File: src/rtl/sample_status_pkg.sv
package sample_status_pkg;

    // ------------------------------------------------------------
    // Register addresses
    // ------------------------------------------------------------
    localparam logic [7:0] ADDR_ALIAS        = 8'h00;
    localparam logic [7:0] ADDR_PRESS_MSB    = 8'h01;
    localparam logic [7:0] ADDR_PRESS_CSB    = 8'h02;
    localparam logic [7:0] ADDR_PRESS_LSB    = 8'h03;
    localparam logic [7:0] ADDR_TEMP_MSB     = 8'h04;
    localparam logic [7:0] ADDR_TEMP_LSB     = 8'h05;
    localparam logic [7:0] ADDR_READY_STATUS = 8'h06;
    localparam logic [7:0] ADDR_QUEUE_STATUS = 8'h0d;
    localparam logic [7:0] ADDR_WRAP_LAST    = 8'h05;
    localparam logic [7:0] ADDR_STEP         = 8'h01;

    // ------------------------------------------------------------
    // Queue output mode codes
    // ------------------------------------------------------------
    localparam logic [1:0] MODE_OFF      = 2'h0;
    localparam logic [1:0] MODE_CIRCULAR = 2'h1;
    localparam logic [1:0] MODE_FULLSTOP = 2'h2;

    // ------------------------------------------------------------
    // Status byte layout and flag channels
    // ------------------------------------------------------------
    localparam int BIT_ANY_OW     = 7;
    localparam int BIT_PRESS_OW   = 6;
    localparam int BIT_TEMP_OW    = 5;
    localparam int BIT_ANY_READY  = 3;
    localparam int BIT_PRESS_RDY  = 2;
    localparam int BIT_TEMP_RDY   = 1;
    localparam int CH_PRESS       = 0;
    localparam int CH_TEMP        = 1;
    localparam int CH_ANY         = 2;
    localparam int NUM_CH         = 3;

    localparam int PRESS_WIDTH    = 20;
    localparam int TEMP_WIDTH     = 12;
    localparam logic [7:0] ZERO_BYTE   = 8'h00;
    localparam logic [3:0] ZERO_NIBBLE = 4'h0;

endpackage

File: src/rtl/sample_status_flags.sv
`timescale 1ns/10ps
//
// Contract
// - Mode 00: address 0x00 reads the per-sample status register at 0x06.
// - Mode above 00: address 0x00 reads the queue status register at 0x0D.
// - Reads auto-increment the address so status and data come in one burst.
// - Mode field: 00 queue off, 01 circular, 10 full stop.
// - Queue off: status and output data update on each completed sample.
// - Combined overwrite sets when a new result lands before previous set is read.
// - Mode zero: combined overwrite clears on pressure or temperature high byte read.
// - Mode above zero: all six flags clear on a read of the queue data port.
// - Pressure overwrite sets when new pressure completes before previous was read.
// - Mode zero: pressure overwrite clears on pressure high byte read.
// - Temperature overwrite sets when new temperature completes before previous was read.
// - Mode zero: temperature overwrite clears on temperature high byte read.
// - Combined ready sets on any new result; mode zero clears on either high byte.
// - Pressure ready sets per pressure result; mode zero clears on pressure high byte.
// - Temperature ready sets per temperature result; mode zero clears on temperature high byte.
// - Pressure flags are generated only while the pressure event enable is set.
// - Temperature flags are generated only while the temperature event enable is set.
// - Combined flags are generated only while the ready event mode is enabled.
// - Standby to active clears status and data output registers to 0x00.
module sample_status_flags (
    input  wire logic                                     clk,
    input  wire logic                                     sys_rst,
    input  wire logic                                     ce,
    input  wire logic                                     addr_load,
    input  wire logic [7:0]                               addr_in,
    input  wire logic                                     rd_req,
    input  wire logic                                     wr_req,
    input  wire logic [7:0]                               wr_data,
    output logic [7:0]                                    rd_data,
    output logic                                          rd_valid,
    input  wire logic [1:0]                               fifo_mode,
    input  wire logic                                     press_event_gen_enable,
    input  wire logic                                     temp_event_gen_enable,
    input  wire logic                                     ready_event_mode,
    input  wire logic                                     standby_to_active,
    input  wire logic                                     press_done,
    input  wire logic [sample_status_pkg::PRESS_WIDTH-1:0] press_data,
    input  wire logic                                     temp_done,
    input  wire logic [sample_status_pkg::TEMP_WIDTH-1:0] temp_data,
    input  wire logic [7:0]                               fifo_data,
    input  wire logic [7:0]                               fifo_status,
    output logic                                          fifo_pop,
    output logic [7:0]                                    sample_ready_status
);

    // ------------------------------------------------------------
    // Address pointer and read decode
    // ------------------------------------------------------------
    logic [7:0]                                     ptr_reg;
    logic [7:0]                                     ptr_next;
    logic [7:0]                                     rd_data_reg;
    logic                                           rd_valid_reg;
    logic [sample_status_pkg::PRESS_WIDTH-1:0]      press_data_reg;
    logic [sample_status_pkg::TEMP_WIDTH-1:0]       temp_data_reg;
    logic [7:0]                                     status_byte;
    logic [7:0]                                     read_mux;
    logic                                           queue_on;
    logic                                           rd_fire;
    logic                                           wr_fire;
    logic                                           press_clear;
    logic                                           temp_clear;
    logic [sample_status_pkg::NUM_CH-1:0]           ch_enable;
    logic [sample_status_pkg::NUM_CH-1:0]           ch_done;
    logic [sample_status_pkg::NUM_CH-1:0]           ch_clear;
    logic [sample_status_pkg::NUM_CH-1:0]           ch_ready;
    logic [sample_status_pkg::NUM_CH-1:0]           ch_overwrite;

    // Auto-increment wraps from the last data byte back to the alias
    function automatic logic [7:0] next_addr(input logic [7:0] a);
        if (a == sample_status_pkg::ADDR_WRAP_LAST) begin
            next_addr = sample_status_pkg::ADDR_ALIAS;
        end else begin
            next_addr = a + sample_status_pkg::ADDR_STEP;
        end
    endfunction

    // Codes 01 and 10 (and the unused 11) all route the queue view
    assign queue_on = (fifo_mode != sample_status_pkg::MODE_OFF);
    assign rd_fire  = ce & rd_req & ~addr_load;
    // Writes only advance the pointer; status stays read-only
    assign wr_fire  = ce & wr_req & ~addr_load;
    assign fifo_pop = rd_fire & queue_on & (ptr_reg == sample_status_pkg::ADDR_PRESS_MSB);

    assign ptr_next = addr_load ? addr_in :
                      ((rd_fire | wr_fire) ? next_addr(ptr_reg) : ptr_reg);

    always_comb begin
        if (ptr_reg == sample_status_pkg::ADDR_ALIAS) begin
            read_mux = queue_on ? fifo_status : status_byte;
        end else if (ptr_reg == sample_status_pkg::ADDR_PRESS_MSB) begin
            read_mux = queue_on ? fifo_data : press_data_reg[19:12];
        end else if (ptr_reg == sample_status_pkg::ADDR_PRESS_CSB) begin
            read_mux = queue_on ? sample_status_pkg::ZERO_BYTE : press_data_reg[11:4];
        end else if (ptr_reg == sample_status_pkg::ADDR_PRESS_LSB) begin
            read_mux = queue_on ? sample_status_pkg::ZERO_BYTE
                                : {press_data_reg[3:0], sample_status_pkg::ZERO_NIBBLE};
        end else if (ptr_reg == sample_status_pkg::ADDR_TEMP_MSB) begin
            read_mux = queue_on ? sample_status_pkg::ZERO_BYTE : temp_data_reg[11:4];
        end else if (ptr_reg == sample_status_pkg::ADDR_TEMP_LSB) begin
            read_mux = queue_on ? sample_status_pkg::ZERO_BYTE
                                : {temp_data_reg[3:0], sample_status_pkg::ZERO_NIBBLE};
        end else if (ptr_reg == sample_status_pkg::ADDR_READY_STATUS) begin
            read_mux = status_byte;
        end else if (ptr_reg == sample_status_pkg::ADDR_QUEUE_STATUS) begin
            read_mux = fifo_status;
        end else begin
            read_mux = sample_status_pkg::ZERO_BYTE;
        end
    end

    always_ff @(posedge clk) begin
        if (sys_rst) begin
            ptr_reg      <= sample_status_pkg::ADDR_ALIAS;
            rd_data_reg  <= sample_status_pkg::ZERO_BYTE;
            rd_valid_reg <= 1'b0;
        end else if (ce) begin
            ptr_reg      <= ptr_next;
            rd_valid_reg <= rd_fire;
            if (rd_fire) begin
                rd_data_reg <= read_mux;
            end
        end
    end

    assign rd_data  = rd_data_reg;
    assign rd_valid = rd_valid_reg & ce;

    // ------------------------------------------------------------
    // Output data registers
    // ------------------------------------------------------------
    always_ff @(posedge clk) begin
        if (sys_rst || (ce && standby_to_active)) begin
            press_data_reg <= '0;
            temp_data_reg  <= '0;
        end else if (ce) begin
            if (press_done) begin
                press_data_reg <= press_data;
            end
            if (temp_done) begin
                temp_data_reg <= temp_data;
            end
        end
    end

    // ------------------------------------------------------------
    // Flag channels
    // ------------------------------------------------------------
    // Mode zero clears per high byte; queue mode clears all on data port read
    assign press_clear = rd_fire & (queue_on ? fifo_pop
                         : (ptr_reg == sample_status_pkg::ADDR_PRESS_MSB));
    assign temp_clear  = rd_fire & (queue_on ? fifo_pop
                         : (ptr_reg == sample_status_pkg::ADDR_TEMP_MSB));

    assign ch_enable[sample_status_pkg::CH_PRESS] = press_event_gen_enable;
    assign ch_enable[sample_status_pkg::CH_TEMP]  = temp_event_gen_enable;
    assign ch_enable[sample_status_pkg::CH_ANY]   = ready_event_mode;
    assign ch_done[sample_status_pkg::CH_PRESS]   = press_done;
    assign ch_done[sample_status_pkg::CH_TEMP]    = temp_done;
    assign ch_done[sample_status_pkg::CH_ANY]     = press_done | temp_done;
    assign ch_clear[sample_status_pkg::CH_PRESS]  = press_clear;
    assign ch_clear[sample_status_pkg::CH_TEMP]   = temp_clear;
    assign ch_clear[sample_status_pkg::CH_ANY]    = press_clear | temp_clear;

    genvar g;
    generate
        for (g = 0; g < sample_status_pkg::NUM_CH; g = g + 1) begin : g_ch
            status_flag_pair u_flags (
                .clk            (clk),
                .sys_rst        (sys_rst),
                .ce             (ce),
                .clear_all      (standby_to_active),
                .gen_enable     (ch_enable[g]),
                .done           (ch_done[g]),
                .rd_clear       (ch_clear[g]),
                .ready_flag     (ch_ready[g]),
                .overwrite_flag (ch_overwrite[g])
            );
        end
    endgenerate

    always_comb begin
        status_byte = sample_status_pkg::ZERO_BYTE;
        status_byte[sample_status_pkg::BIT_ANY_OW]    = ch_overwrite[sample_status_pkg::CH_ANY];
        status_byte[sample_status_pkg::BIT_PRESS_OW]  = ch_overwrite[sample_status_pkg::CH_PRESS];
        status_byte[sample_status_pkg::BIT_TEMP_OW]   = ch_overwrite[sample_status_pkg::CH_TEMP];
        status_byte[sample_status_pkg::BIT_ANY_READY] = ch_ready[sample_status_pkg::CH_ANY];
        status_byte[sample_status_pkg::BIT_PRESS_RDY] = ch_ready[sample_status_pkg::CH_PRESS];
        status_byte[sample_status_pkg::BIT_TEMP_RDY]  = ch_ready[sample_status_pkg::CH_TEMP];
    end

    assign sample_ready_status = status_byte;
endmodule // sample_status_flags

File: src/rtl/status_flag_pair.sv
`timescale 1ns/10ps
// Ready flag plus overwrite flag for one result channel
module status_flag_pair (
    input  wire logic clk,
    input  wire logic sys_rst,
    input  wire logic ce,
    input  wire logic clear_all,
    input  wire logic gen_enable,
    input  wire logic done,
    input  wire logic rd_clear,
    output logic      ready_flag,
    output logic      overwrite_flag
);

    logic ready_next;
    logic overwrite_next;
    logic set_ev;

    // Set beats a read clear in the same cycle
    assign set_ev         = done & gen_enable;
    assign ready_next     = clear_all ? 1'b0 : (set_ev ? 1'b1 : (rd_clear ? 1'b0 : ready_flag));
    assign overwrite_next = clear_all ? 1'b0 :
                            ((set_ev & ready_flag) ? 1'b1 : (rd_clear ? 1'b0 : overwrite_flag));

    always_ff @(posedge clk) begin
        if (sys_rst) begin
            ready_flag     <= 1'b0;
            overwrite_flag <= 1'b0;
        end else if (ce) begin
            ready_flag     <= ready_next;
            overwrite_flag <= overwrite_next;
        end
    end

endmodule // status_flag_pair

File: config.mk
export PLATFORM = sky130hd
export DESIGN_NAME = sample_status_flags
export DESIGN_NICKNAME = d
export VERILOG_FILES = /design/src/rtl/sample_status_pkg.sv /design/src/rtl/sample_status_flags.sv /design/src/rtl/status_flag_pair.sv
export SDC_FILE = /design/constraint.sdc
export NUM_CORES = 1
export LEC_CHECK = 0
export BUFFER_PORTS_ARGS = -buffer_cell sky130_fd_sc_hd__buf_2
export CORE_MARGIN = 2
export CORE_UTILIZATION = 46
export DETAILED_ROUTE_END_ITERATION = 12
export PLACE_DENSITY = 0.78
export SYNTH_ARGS = -nofsm -noshare
export SYNTH_HDL_FRONTEND = slang
export SYNTH_SLANG_ARGS = --single-unit
export TNS_END_PERCENT = 30
File: constraint.sdc
create_clock -name clk -period 1.9 [get_ports clk]
set_clock_uncertainty 0.2 [all_clocks]
set_input_delay 0.19 -clock clk [delete_from_list [all_inputs] [get_ports clk]]
set_output_delay 0.19 -clock clk [all_outputs]
set_load 0.005 [all_outputs]
Word-level counts from Yosys, hierarchy flattened
Cells that the tools add are included.

Add/sub/neg operators: 1. Eq/ne operators: 7. Multiplexer cells: 34. Bitwise gates (word level): 19. Reductions and logical operators: 21.

Operators with widths (count): 2-to-1 mux 8 bit (17); == test 8 x 3 -> 1 bit, second input constant (3); AND reduction 2 bit (10); nonzero test 3 bit (6); 2-to-1 mux 1 bit (17); == test 8 x 2 -> 1 bit, second input constant (2); bitwise AND 1 bit (15); adder 8 x 1 -> 8 bit, second input constant (1); == test 8 x 1 -> 1 bit, second input constant (1); == test 8 x 4 -> 1 bit, second input constant (1); logical NOT 8 bit (1); nonzero test 2 bit (2); OR 1 bit (3); logical AND 1 bit (1); logical OR 1 bit (1); NOT 1 bit (1).

Bits in registers: 55. Output and inout bits: 18. Word-level logic and storage cells: 93.

Depth between registers and ports, before layout
Gate-level depths: netlist of run 1.

Depth in word-level cells: 10. Gate-level depth with buffers: 8. Depth with buffers taken out: 7.

Cells and area by module
A second synthesis of run 1 with hierarchy kept.

Cells, all modules: 417. Area, all modules: 3269.4 µm².

Modules (own cells, without submodules): sample_status_flags (instances 1, cells each 393, area each 3002.9 µm²); status_flag_pair (instances 3, cells each 8, area each 88.8 µm²).

Least setup slack after synthesis of run 1
Ideal clock, no wire load.

Kind: reg2reg. Start: register ptr_reg[0]. End: register rd_data_reg[3], in the netlist rd_data[3]. Library setup time: 86 ps. Arrival time: 1688 ps. Required time: 1614 ps. Path slack: -73 ps. Stages on the path, launching flop included: 8. Buffers on the path: 0. Cells stage by stage: dfxtp_1 > inv_1 > ha_1 > nor3b_1 > and3b_1 > a21boi_0 > a221o_1 > a211oi_1.

Cells in the longest elaborated chain, start to end: 9. Elaborated cells between the ends (all ways): 16. Those cells by class: eq/ne (7); mux (8); reduce/logical (1).

RTL lines: from (decl) (line sample_status_flags.sv:52) `logic [7:0] ptr_reg;`; from (signal assigned) (line sample_status_flags.sv:116) `ptr_reg <= sample_status_pkg::ADDR_ALIAS;`; from (signal assigned) (line sample_status_flags.sv:120) `ptr_reg <= ptr_next;`; == test 8 x 4 -> 1 bit (line sample_status_flags.sv:107) `end else if (ptr_reg == sample_status_pkg::ADDR_QUEUE_STATUS) begin`; 2-to-1 mux 8 bit (line sample_status_flags.sv:107); 2-to-1 mux 8 bit (line sample_status_flags.sv:105) `end else if (ptr_reg == sample_status_pkg::ADDR_READY_STATUS) begin`; 2-to-1 mux 8 bit (line sample_status_flags.sv:102) `end else if (ptr_reg == sample_status_pkg::ADDR_TEMP_LSB) begin`; 2-to-1 mux 8 bit (line sample_status_flags.sv:100) `end else if (ptr_reg == sample_status_pkg::ADDR_TEMP_MSB) begin`; 2-to-1 mux 8 bit (line sample_status_flags.sv:97) `end else if (ptr_reg == sample_status_pkg::ADDR_PRESS_LSB) begin`; 2-to-1 mux 8 bit (line sample_status_flags.sv:95) `end else if (ptr_reg == sample_status_pkg::ADDR_PRESS_CSB) begin`; 2-to-1 mux 8 bit (line sample_status_flags.sv:93) `end else if (ptr_reg == sample_status_pkg::ADDR_PRESS_MSB) begin`; 2-to-1 mux 8 bit (*) (line sample_status_flags.sv:91) `if (ptr_reg == sample_status_pkg::ADDR_ALIAS) begin`; to (signal assigned) (line sample_status_flags.sv:117) `rd_data_reg <= sample_status_pkg::ZERO_BYTE;`; to (signal assigned) (line sample_status_flags.sv:123) `rd_data_reg <= read_mux;`; to (decl) (line sample_status_flags.sv:54) `logic [7:0] rd_data_reg;`.

Mark *: on every way between the ends. The rest lies on a longest branch, timed or not. A chain may end at the register's enable or synchronous reset.

Final worst setup path of run 1
Start: register ptr_reg[1]. End: register rd_data_reg[4], in the netlist rd_data[4].

Same word-level chain as after synthesis.

==> reports/metrics.yaml, run 1 <==
dp.cells: 569
crit_fanout: 7
dr_total_vias: 3527
end_kind: "flip-flop"
coreArea_um2: 6350
layout_setup_ws_ns: -0.0485
drtIter0Drc: 292
yosysSeqAreaShare: 0.365
die_x_um: 85.0
maxCapViolCount: 0
ant_nets: 0
drive_gt1_frac: 0.355
fillCellCount: 520
crit_type: "flip-flop to flip-flop"
fmaxAchievable_mhz: 513
min_period_over_period: 1.03
synth_area_per_cell_um2: 7.58
grt_pass1_wl_um: 16100
seqPwrFrac: 0.471
intPower_w: 0.00182
antenna_found_initial: 0
power_switching_w: 0.000812
hold_viol_final: 0
syn-cell-area_um2: 3020
synthFlopType: "dfxtp_1"
clkPwrFrac: 0.258
grt_pass1_vias: 3321
cts_root_buffer: "clkbuf_8"
numCtsBuffers: 5
arrival_ns: 1.95
initial_utilization: 0.475
overflow: 0
numClockSinks: 55
wl_per_cell_um: 16.4
cts_max_path_buffers: 2
synthCells: 398
stdcell_count: 618
p_per_area_nw_per_um2: 590
die-area_um2: 7220
place_congestion: 0.932
die_h_um: 85.0
total_power_w: 0.00263
synth_edf_count: 0
hold_class: "input pin to flip-flop"
diodes: 0
ir_drop_uv: 415
finalCriticalPeriod_ns: 1.95
swShare: 0.309
grt_max_degree: 33
comb_power_share: 0.271
p_leak_nw: 1.87
rows: 29
violations: "setup timing"
yosys.cell_types.count: 55
maxSlewViolCount: 0
clk_latency_ns: 0.32
num_io_pins: 96
htree_levels: 2
nets: 622
cts_tree: "yes"
async_flop_share: 0
track_usage: 0.278
hpwl_um: 7240
ys_warn_count: 0
vias_per_cell: 5.71
routed_wl_um: 10200
status: "finished, violations left"
pre_cts_ws_ns: -0.142
rsz0062_at_grt: "yes"
clk_pin_slew_ns: 0.10
worst_ep_required_time_ns: 1.90
setup_tns_ns: -0.0786
largest_reg_flops: 20
io_buffers: 85
first_pass_iters: 4
setup_viol: 5
drc: 0
cp-start-kind: "flip-flop"
ys_seq_elements: 55
syn2layout_area_growth_pct: 47.6
final cells by class:
cell class	instances	area (um2)	share of cell area
Timing Repair Buffer	172	1190	0.267
Inverter	2	12.5	0.00281
Clock inverter	3	22.5	0.00506
Clock buffer	5	68.8	0.0155
Multi-Input combinational cell	304	1940	0.436
Tap cell	77	96.3	0.0216
Sequential cell	55	1120	0.251
metal layers:
| layer | GRT usage | routed length, um | vias to the layer above |
|---|---|---|---|
| li1 | - | - | 1702 |
| met1 | 0.368 | 4440 | 1687 |
| met2 | 0.474 | 4930 | 128 |
| met3 | 0.0409 | 646 | 10 |
| met4 | 0.0779 | 129 | 0 |
| met5 | 0 | 0 | - |
through the flow:
stage | utilization | hold WS, ns | area, um2
2_1_floorplan | - | 0.126 | 3030
3_3_place_gp | 0.585 | 0.232 | 3710
3_5_place_dp | 0.585 | 0.237 | 3710
4_1_cts | 0.673 | 0.0124 | 4270
5_1_grt | 0.701 | 0.0525 | 4450
6_report | 0.701 | 0.00238 | 4450
cells in the mapped netlist (3+ instances only):
cell type / number / area share
nand2_1: 95 / 0.12
dfxtp_1: 55 / 0.36
a21oi_1: 52 / 0.086
nor2_1: 24 / 0.030
clkbuf_1: 17 / 0.021
a31oi_1: 12 / 0.025
o21ai_0: 10 / 0.017
buf_4: 8 / 0.020
buf_1: 7 / 0.0087
nand3_1: 7 / 0.012
nor3_1: 7 / 0.012
a221oi_1: 6 / 0.017
a211oi_1: 5 / 0.012
a22o_1: 5 / 0.015
a32oi_1: 5 / 0.015
and3_1: 5 / 0.010
mux2i_1: 5 / 0.017
nand4b_1: 5 / 0.015
a21o_1: 4 / 0.010
and2_1: 4 / 0.0083
and3b_1: 4 / 0.012
buf_2: 4 / 0.0066
ha_1: 4 / 0.017
a22oi_1: 3 / 0.0075
worst max-delay path, stage by stage, from the launching register on:
cell and delay (ns):
dfxtp_4 0.38, inv_4 0.05, ha_4 0.18, buf_4 0.14, o21a_1 0.17, a222oi_1 0.44
a311o_1 0.20, a211oi_2 0.07
what timing repair did:
| item | in CTS | in global routing |
|---|---|---|
| buffers inserted | 3 | 4 |
| gates resized for setup | 28 | 31 |
| setup endpoints to repair | 11 | 21 |
| hold buffers | 35 | 0 |
| pin swaps | 6 | 15 |
| endpoints found under the hold margin | 37 | 0 |
cells by family after synthesis:
group / synth area share
AND/OR/NAND/NOR: 0.261
AO/OA/AOI/OAI: 0.273
flip-flops: 0.365
buffers and inverters: 0.0664
multiplexers: 0.0166
adder cells (fa/ha/maj): 0.0166
other: 0.00124
worst paths after layout:
kind | endpoint | from | cells past startpoint | slack [ns]
max reg2reg | rd_data[4]$_SDFFE_PP0P_ | ptr_reg[1]$_SDFFE_PP0P_ | 7 | -0.05
min reg2reg | press_data_reg[0]$_SDFFE_PP0P_ | press_data_reg[0]$_SDFFE_PP0P_ | 2 | 0.26
min | ptr_reg[5]$_SDFFE_PP0P_ | addr_in[5] | 3 | 0.002
max | rd_data[4]$_SDFFE_PP0P_ | ptr_reg[1]$_SDFFE_PP0P_ | 7 | -0.05
power by group through the flow:
stage                     logic, W  registers, W  clock network [W]
after floorplan           0.000298       0.00125                  0
final                     0.000712       0.00124           0.000678
after global routing      0.000769       0.00124           0.000724
after global placement    0.000543       0.00125                  0
after detailed placement  0.000548       0.00126                  0
after CTS                 0.000650       0.00123           0.000683
cell usage in the layout, fill, tap and decap left out, drive strengths merged, types with 4 or more instances in the layout:
cell type and instances:
buf 137, a211oi 6, nand2 95, nand4b 5, and3b 4, nor3 7, dfxtp 55, o21ai 10
nand3 7, a21oi 52, dlygate4sd3 35, clkbuf 5, and2 6, and3 5, nor2 24, mux2i 5
ha 4, a32oi 5, a21o 4, a22o 5, a221oi 6, a31oi 12
Note: power is estimated with default switching activity, not from simulation.
==> inputs of run 2 (changes only) <==
--- a/config.mk
+++ b/config.mk
@@ -6,11 +6,11 @@
 export NUM_CORES = 1
 export LEC_CHECK = 0
 export BUFFER_PORTS_ARGS = -buffer_cell sky130_fd_sc_hd__buf_2
-export CORE_MARGIN = 2
-export CORE_UTILIZATION = 46
+export CORE_UTILIZATION = 47
 export DETAILED_ROUTE_END_ITERATION = 12
-export PLACE_DENSITY = 0.78
+export PLACE_DENSITY = 0.79
 export SYNTH_ARGS = -nofsm -noshare
 export SYNTH_HDL_FRONTEND = slang
+export SYNTH_HIERARCHICAL = 1
 export SYNTH_SLANG_ARGS = --single-unit
 export TNS_END_PERCENT = 30
==> run 2 against run 1 <==
Compared with the run above: worst setup slack got worse by 0.12 ns; the flow finishes with violations (hold timing, setup timing); global-route usage increased by 2.6 points; cell area is 7.9% higher; via count rose by 12%; register-to-register slack got worse by 0.12 ns; core utilization is 0.98 points higher; fmax shrank 5.8%; largest power group unchanged; total power is 6.4% higher.
==> reports/metrics.yaml, run 2 <==
status: "finished, violations left"
violations: "hold timing, setup timing"
setup_viol: 11  # +6
syn-cell-area_um2: 3270  # +8.4%
first_pass_iters: 5  # +1
crit_chain: "inv_2, ha_4, or4b_4, a2111oi_4, a311oi_2, a211oi_1"
min_period_over_period: 1.09  # +0.0626
yosys.cell_types.count: 67  # +22%
use_met3: 0.0564  # +0.0156
antenna_found_initial: 0  # unchanged
drtIter0Drc: 365  # +25%
htree_levels: 2  # unchanged
track_usage: 0.305  # +0.0265
routed_wl_um: 11400  # +12%
hold_depth: 3  # unchanged
fin_area_um2: 4800  # +7.9%
place_congestion: 0.992  # +6.5%
maxSlewViolCount: 0  # unchanged
ir_drop_uv: 406  # -2.2%
critPathTopFamily: "compound AO/OA/AOI/OAI gates"
maxSlewHeadroom: 0.655
fin_util: 0.711  # +0.00984
multi_input_area_um2: 2150  # +11%
fillCellCount: 511  # -1.7%
synthCells: 417  # +4.8%
numClockSinks: 55  # unchanged
placed_area_um2: 4070  # +9.6%
clk_latency_ns: 0.33  # about the same
cts_root_buffer: "clkbuf_8"
ys_warn_count: 6  # +6
cp-start-kind: "flip-flop"
ys_seq_elements: 55  # unchanged
io_buffers: 85  # unchanged
synth_compound_area_frac: 0.311  # +0.0382
initial_utilization: 0.484  # +0.00882
grt_pass1_vias: 3700  # +11%
hold_viol_final: 1  # +1
synth_top_family_by_area: "compound AO/OA/AOI/OAI gates"
end_kind: "flip-flop"
grt_max_degree: 33  # unchanged
ys_top_cells_by_area: "dfxtp_1, nand2_1, a21oi_1, a221oi_1, clkbuf_1"
syn2layout_area_growth_pct: 46.9
layout_setup_ws_ns: -0.167  # -0.119 ns
num_io_pins: 96  # unchanged
yosysTopAreaCell: "dfxtp_1"
cp_num_cells: 6  # -1
diodes: 0  # unchanged
vias_per_cell: 6.04  # +5.7%
numCtsBuffers: 5  # unchanged
p_per_area_nw_per_um2: 582  # -1.4%
dr_total_vias: 3941  # +12%
async_flop_share: 0  # unchanged
fmaxAchievable_mhz: 484  # -5.8%
layout_commonest_cell: "nand2_1"
wl_per_cell_um: 17.4  # +6.1%
synth_area_per_cell_um2: 7.84  # +3.4%
final_cell_mix: "nand2_1, buf_2, buf_4"
crit_buf_inv: 1  # -1
cts_max_path_buffers: 2  # unchanged
die-area_um2: 7290  # +1.0%
synthDominantCellAreaShare: 0.337  # -0.0282
yosysSeqAreaShare: 0.337  # -0.0282
crit_fanout: 3  # -4
cts_tree: "yes"
maxCapViolCount: 0  # unchanged
synthFlopType: "dfxtp_1"
die_h_um: 85.4  # +0.50%
busiest_layer: "met2"
met1_usage: 0.361  # -0.00775
hpwl_um: 7560  # +4.4%
arrival_ns: 2.11  # +0.16 ns
stdcell_count: 653  # +5.7%
rsz0062_at_grt: "yes"
gr-usage-met2: 0.536  # +0.0623
hold_class: "input pin to flip-flop"
yosysMostFrequentCell: "nand2_1"
cp_slowest_stage_delay_ns: 0.54  # +0.10 ns
p_leak_nw: 1.95  # +4.1%
seq_area_um2: 1110  # -0.34%
holdWs_ns: -0.00134  # -0.00372 ns
ys_top_cells_by_count: "nand2_1, dfxtp_1, a21oi_1"
coreArea_um2: 6760  # +6.4%
rows: 30  # +3.4%
drc: 0  # unchanged
largest_reg_flops: 20  # unchanged
synth.mux.area_fraction: 0.0168  # +0.000248
worstMarginPinSlew_ns: 0.517
worst_ep_required_time_ns: 1.94  # +0.04 ns
crit_type: "flip-flop to flip-flop"
ant_nets: 0  # unchanged
overflow: 0  # unchanged
finalCriticalPeriod_ns: 2.07  # +0.119 ns
die_x_um: 85.4  # +0.50%
drive_gt1_frac: 0.363  # +0.00810
yosys.area_share.simple: 0.254  # -0.00757
synth_edf_count: 0  # unchanged
reg2reg_depth: 6  # -1
critPathSlowestCell: "or4b_4"
synth_adder_area_share: 0.0153  # -0.00128
dp.cells: 599  # +5.3%
clk_pin_slew_ns: 0.11  # about the same
grt_pass1_wl_um: 17500  # +8.7%
nets: 654  # +5.1%
synthXorXnorAreaFrac: 0  # unchanged
==> run 2: changes by cell type after synthesis, moves of 5 or more <==
cell / delta
buf_1: -5
buf_4: -6
nor3b_1: +10
clkbuf_1: +7
a22o_1: -5
nor2_1: -15
inv_1: +11
nor3_1: -5
a21oi_1: -7
a31oi_1: -5
nand2_1: -6
a221oi_1: +5
o21a_1: +8
==> run 2: path summary, 6_finish.rpt <==
check,from,end,slack (ns)
worst max-delay path,ptr_reg[1]$_SDFFE_PP0P_,rd_data[4]$_SDFFE_PP0P_,-0.17
worst min-delay path,ready_event_mode,g_ch[2].u_flags/overwrite_flag$_SDFFE_PP0P_,-0.001
worst max register to register,ptr_reg[1]$_SDFFE_PP0P_,rd_data[4]$_SDFFE_PP0P_,-0.17
worst min register to register,temp_data_reg[6]$_SDFFE_PP0P_,temp_data_reg[6]$_SDFFE_PP0P_,0.26
==> run 2: final cells by class <==
class | count | area share
clock inverters | 3 | 0.00547
flip-flops and latches | 55 | 0.232
multi-input cells | 313 | 0.448
well taps | 80 | 0.0208
inverters | 13 | 0.0102
clock buffers | 5 | 0.0143
repair buffers | 184 | 0.269
==> run 2: stage by stage <==
step           TNS, ns  power, W  worst slack (ns)
2_1_floorplan   -0.205   0.00162            -0.113
3_3_place_gp    -0.795   0.00190           -0.0995
3_5_place_dp     -1.73   0.00191            -0.292
4_1_cts         -0.395   0.00274            -0.150
5_1_grt          -2.24   0.00292            -0.235
6_report        -0.676   0.00280            -0.167
==> run 2: repair_timing <==
item                       4_1_cts  5_1_grt
buffers inserted                10        1
setup endpoints to repair       17       21
gates cloned                     1        0
hold endpoints to repair        33        1
pin swaps                       11        9
gates resized for setup         35       15
hold buffers                    33        1
==> run 2: tightest hold or removal path, cell delays in order <==
cell,delay (ns)
buf_2,0.10
nand4b_1,0.12
o32ai_2,0.07
==> run 2: routing by layer <==
metal,part of all wire,vias up
met5,0,-
met4,0.046,0
met3,0.079,56
met2,0.49,232
met1,0.39,1808
li1,-,1845
==> run 2: logic make-up (layout without fill, tap and decap cells) <==
group,count (synthesis),after routing
flip-flops,55,55
AND/OR/NAND/NOR,159,159
other,1,2
buffers and inverters,50,205
adder cells (fa/ha/maj),4,4
multiplexers,5,5
AO/OA/AOI/OAI,143,143
==> run 2: report_power, final <==
group,total [W],switching (W),internal [W]
registers,0.00123,0.0000346,0.00120
clock network,0.000699,0.000426,0.000272
logic,0.000863,0.000442,0.000420
==> inputs of run 3 (changes only) <==
--- a/config.mk
+++ b/config.mk
@@ -9,6 +9,7 @@
 export CORE_UTILIZATION = 47
 export DETAILED_ROUTE_END_ITERATION = 12
 export PLACE_DENSITY = 0.79
+export SETUP_SLACK_MARGIN = 0.5
 export SYNTH_ARGS = -nofsm -noshare
 export SYNTH_HDL_FRONTEND = slang
 export SYNTH_HIERARCHICAL = 1
==> run 3 against run 2 <==
Compared with the run above: critical path type is now flip-flop to primary output; worst hold slack better by 0.033 ns; the run ends with setup timing left; largest power group unchanged; largest cell class unchanged; clock-buffer cell count grew 1; routed wire length increased by 3.6%; critical path depth down 2; total power rose by 1.9%.
==> reports/metrics.yaml, run 3 (synthesized netlist as in run 2, its figures left out) <==
crit_type: "flip-flop to primary output"
numCtsBuffers: 5  # unchanged
layout_setup_ws_ns: -0.177  # -0.00959 ns
maxSlewViolCount: 0  # unchanged
vias_per_cell: 5.93  # -1.8%
p_leak_nw: 2.00  # +2.7%
ir_drop_uv: 332  # -18%
hpwl_um: 7780  # +3.0%
rr_startpoint: "ptr_reg[1]$_SDFFE_PP0P_"
htree_levels: 2  # unchanged
largest_reg_flops: 20  # unchanged
clk_pin_slew_ns: 0.10  # about the same
startpoint: "ptr_reg[7]$_SDFFE_PP0P_"
arrival_ns: 1.69  # -0.42 ns
stdcell_count: 660  # +1.1%
overflow: 0  # unchanged
status: "finished, violations left"
fillCellCount: 494  # -3.3%
dr_total_vias: 3913  # -0.71%
maxCapViolCount: 0  # unchanged
hold_viol_final: 0  # -1
worstReg2RegEnd: "rd_data[6]$_SDFFE_PP0P_"
initial_utilization: 0.484  # unchanged
ant_nets: 0  # unchanged
fmaxAchievable_mhz: 481  # -0.46%
cp-start-kind: "flip-flop"
cts_tree: "yes"
layout_commonest_cell: "nand2_1"
syn2layout_area_growth_pct: 51.1
reg2reg_depth: 7  # +1
drtIter0Drc: 345  # -5.5%
wl_per_cell_um: 17.9  # +2.5%
antenna_found_initial: 0  # unchanged
min_period_over_period: 1.09  # +0.00505
die-area_um2: 7290  # unchanged
dp.cells: 603  # +0.67%
drc: 0  # unchanged
p_per_area_nw_per_um2: 577  # -0.93%
grt_pass1_vias: 3594  # -2.9%
rsz0062_at_grt: "yes"
final_cell_mix: "nand2_1, buf_2, buf_4"
crit_fanout: 3  # unchanged
worst_ep_required_time_ns: 1.51  # -0.43 ns
cts_max_path_buffers: 2  # unchanged
r2r_setup_slack_ns: -0.13  # +0.04 ns
place_congestion: 0.917  # -7.6%
first_pass_iters: 6  # +1
grt_max_degree: 33  # unchanged
num_io_pins: 96  # unchanged
end_kind: "primary output"
cts_root_buffer: "clkbuf_8"
routed_wl_um: 11800  # +3.6%
nets: 660  # +0.92%
io_buffers: 85  # unchanged
die_x_um: 85.4  # unchanged
coreArea_um2: 6760  # unchanged
hold_class: "input pin to flip-flop"
finalCriticalPeriod_ns: 2.08  # +0.00959 ns
clk_latency_ns: 0.31  # -0.02 ns
die_h_um: 85.4  # unchanged
setup_tns_ns: -1.16  # -0.488 ns
setup_viol: 13  # +2
rows: 30  # unchanged
numClockSinks: 55  # unchanged
grt_pass1_wl_um: 17600  # +0.79%
track_usage: 0.307  # +0.00224
violations: "setup timing"
drive_gt1_frac: 0.373  # +0.0101
setup.worst_path.end: "fifo_pop"
[run 3: report_power, final]
part	internal [W]	total (W)	switching, W
Combinational	0.000449	0.000909	0.000460
Clock	0.000299	0.000705	0.000406
Sequential	0.00120	0.00123	0.0000360
Total	0.00195	0.00285	0.000902
[run 3: how the worst min path moves through the flow]
stage                          start                                     endpoint  slack [ns]  cells past startpoint
3_5_place_dp            temp_data[7]                temp_data_reg[7]$_SDFFE_PP0P_        0.24                      3
5_1_grt        temp_event_gen_enable  g_ch[1].u_flags/overwrite_flag$_SDFFE_PP0P_        0.04                      3
6_report       temp_event_gen_enable  g_ch[1].u_flags/overwrite_flag$_SDFFE_PP0P_        0.03                      3
2_1_floorplan                sys_rst  g_ch[2].u_flags/overwrite_flag$_SDFFE_PP0P_        0.10                      1
4_1_cts        temp_event_gen_enable  g_ch[1].u_flags/overwrite_flag$_SDFFE_PP0P_        0.03                      3
3_3_place_gp           press_data[6]               press_data_reg[6]$_SDFFE_PP0P_        0.23                      3
[run 3: critical path: stages (launching register included)]
cell and delay (ns):
dfxtp_2 0.34, or4_4 0.57, nor4_4 0.18, and2_4 0.21, buf_6 0.09
[run 3: cell type report]
class	count	area (um2)	share of cell area
sequential	55	1120	0.226
multi-input combinational	313	2190	0.444
timing repair buffer	190	1370	0.278
tap	80	100	0.0203
antenna	1	2.50	0.000507
clock inverter	2	16.3	0.00329
inverter	13	53.8	0.0109
clock buffer	6	82.6	0.0167
[run 3: repair_timing]
action,in CTS,in global routing
cloned,0,1
hold buffers,33,0
resized for setup,35,24
endpoints found under the setup margin,23,23
buffers inserted,4,10
hold endpoints to repair,33,0
pin swaps,35,23
[run 3: through the flow]
step                       util  total power [W]  instance area (um2)  hold slack, ns  worst slack (ns)
final                     0.731          0.00285                 4940          0.0315            -0.177
after global placement    0.612          0.00192                 4140           0.231            -0.114
after CTS                 0.701          0.00274                 4740          0.0275            -0.168
after floorplan               -          0.00163                 3320           0.105            -0.113
after global routing      0.731          0.00296                 4940          0.0414            -0.212
after detailed placement  0.612          0.00194                 4140           0.237            -0.146
[run 3: routing by layer]
metal | wire length [um] | GRT usage | vias to the layer above
li1 | - | - | 1856
met1 | 4740 | 0.398 | 1786
met2 | 5750 | 0.516 | 227
met3 | 875 | 0.0438 | 44
met4 | 429 | 0.121 | 0
met5 | 0 | 0 | -
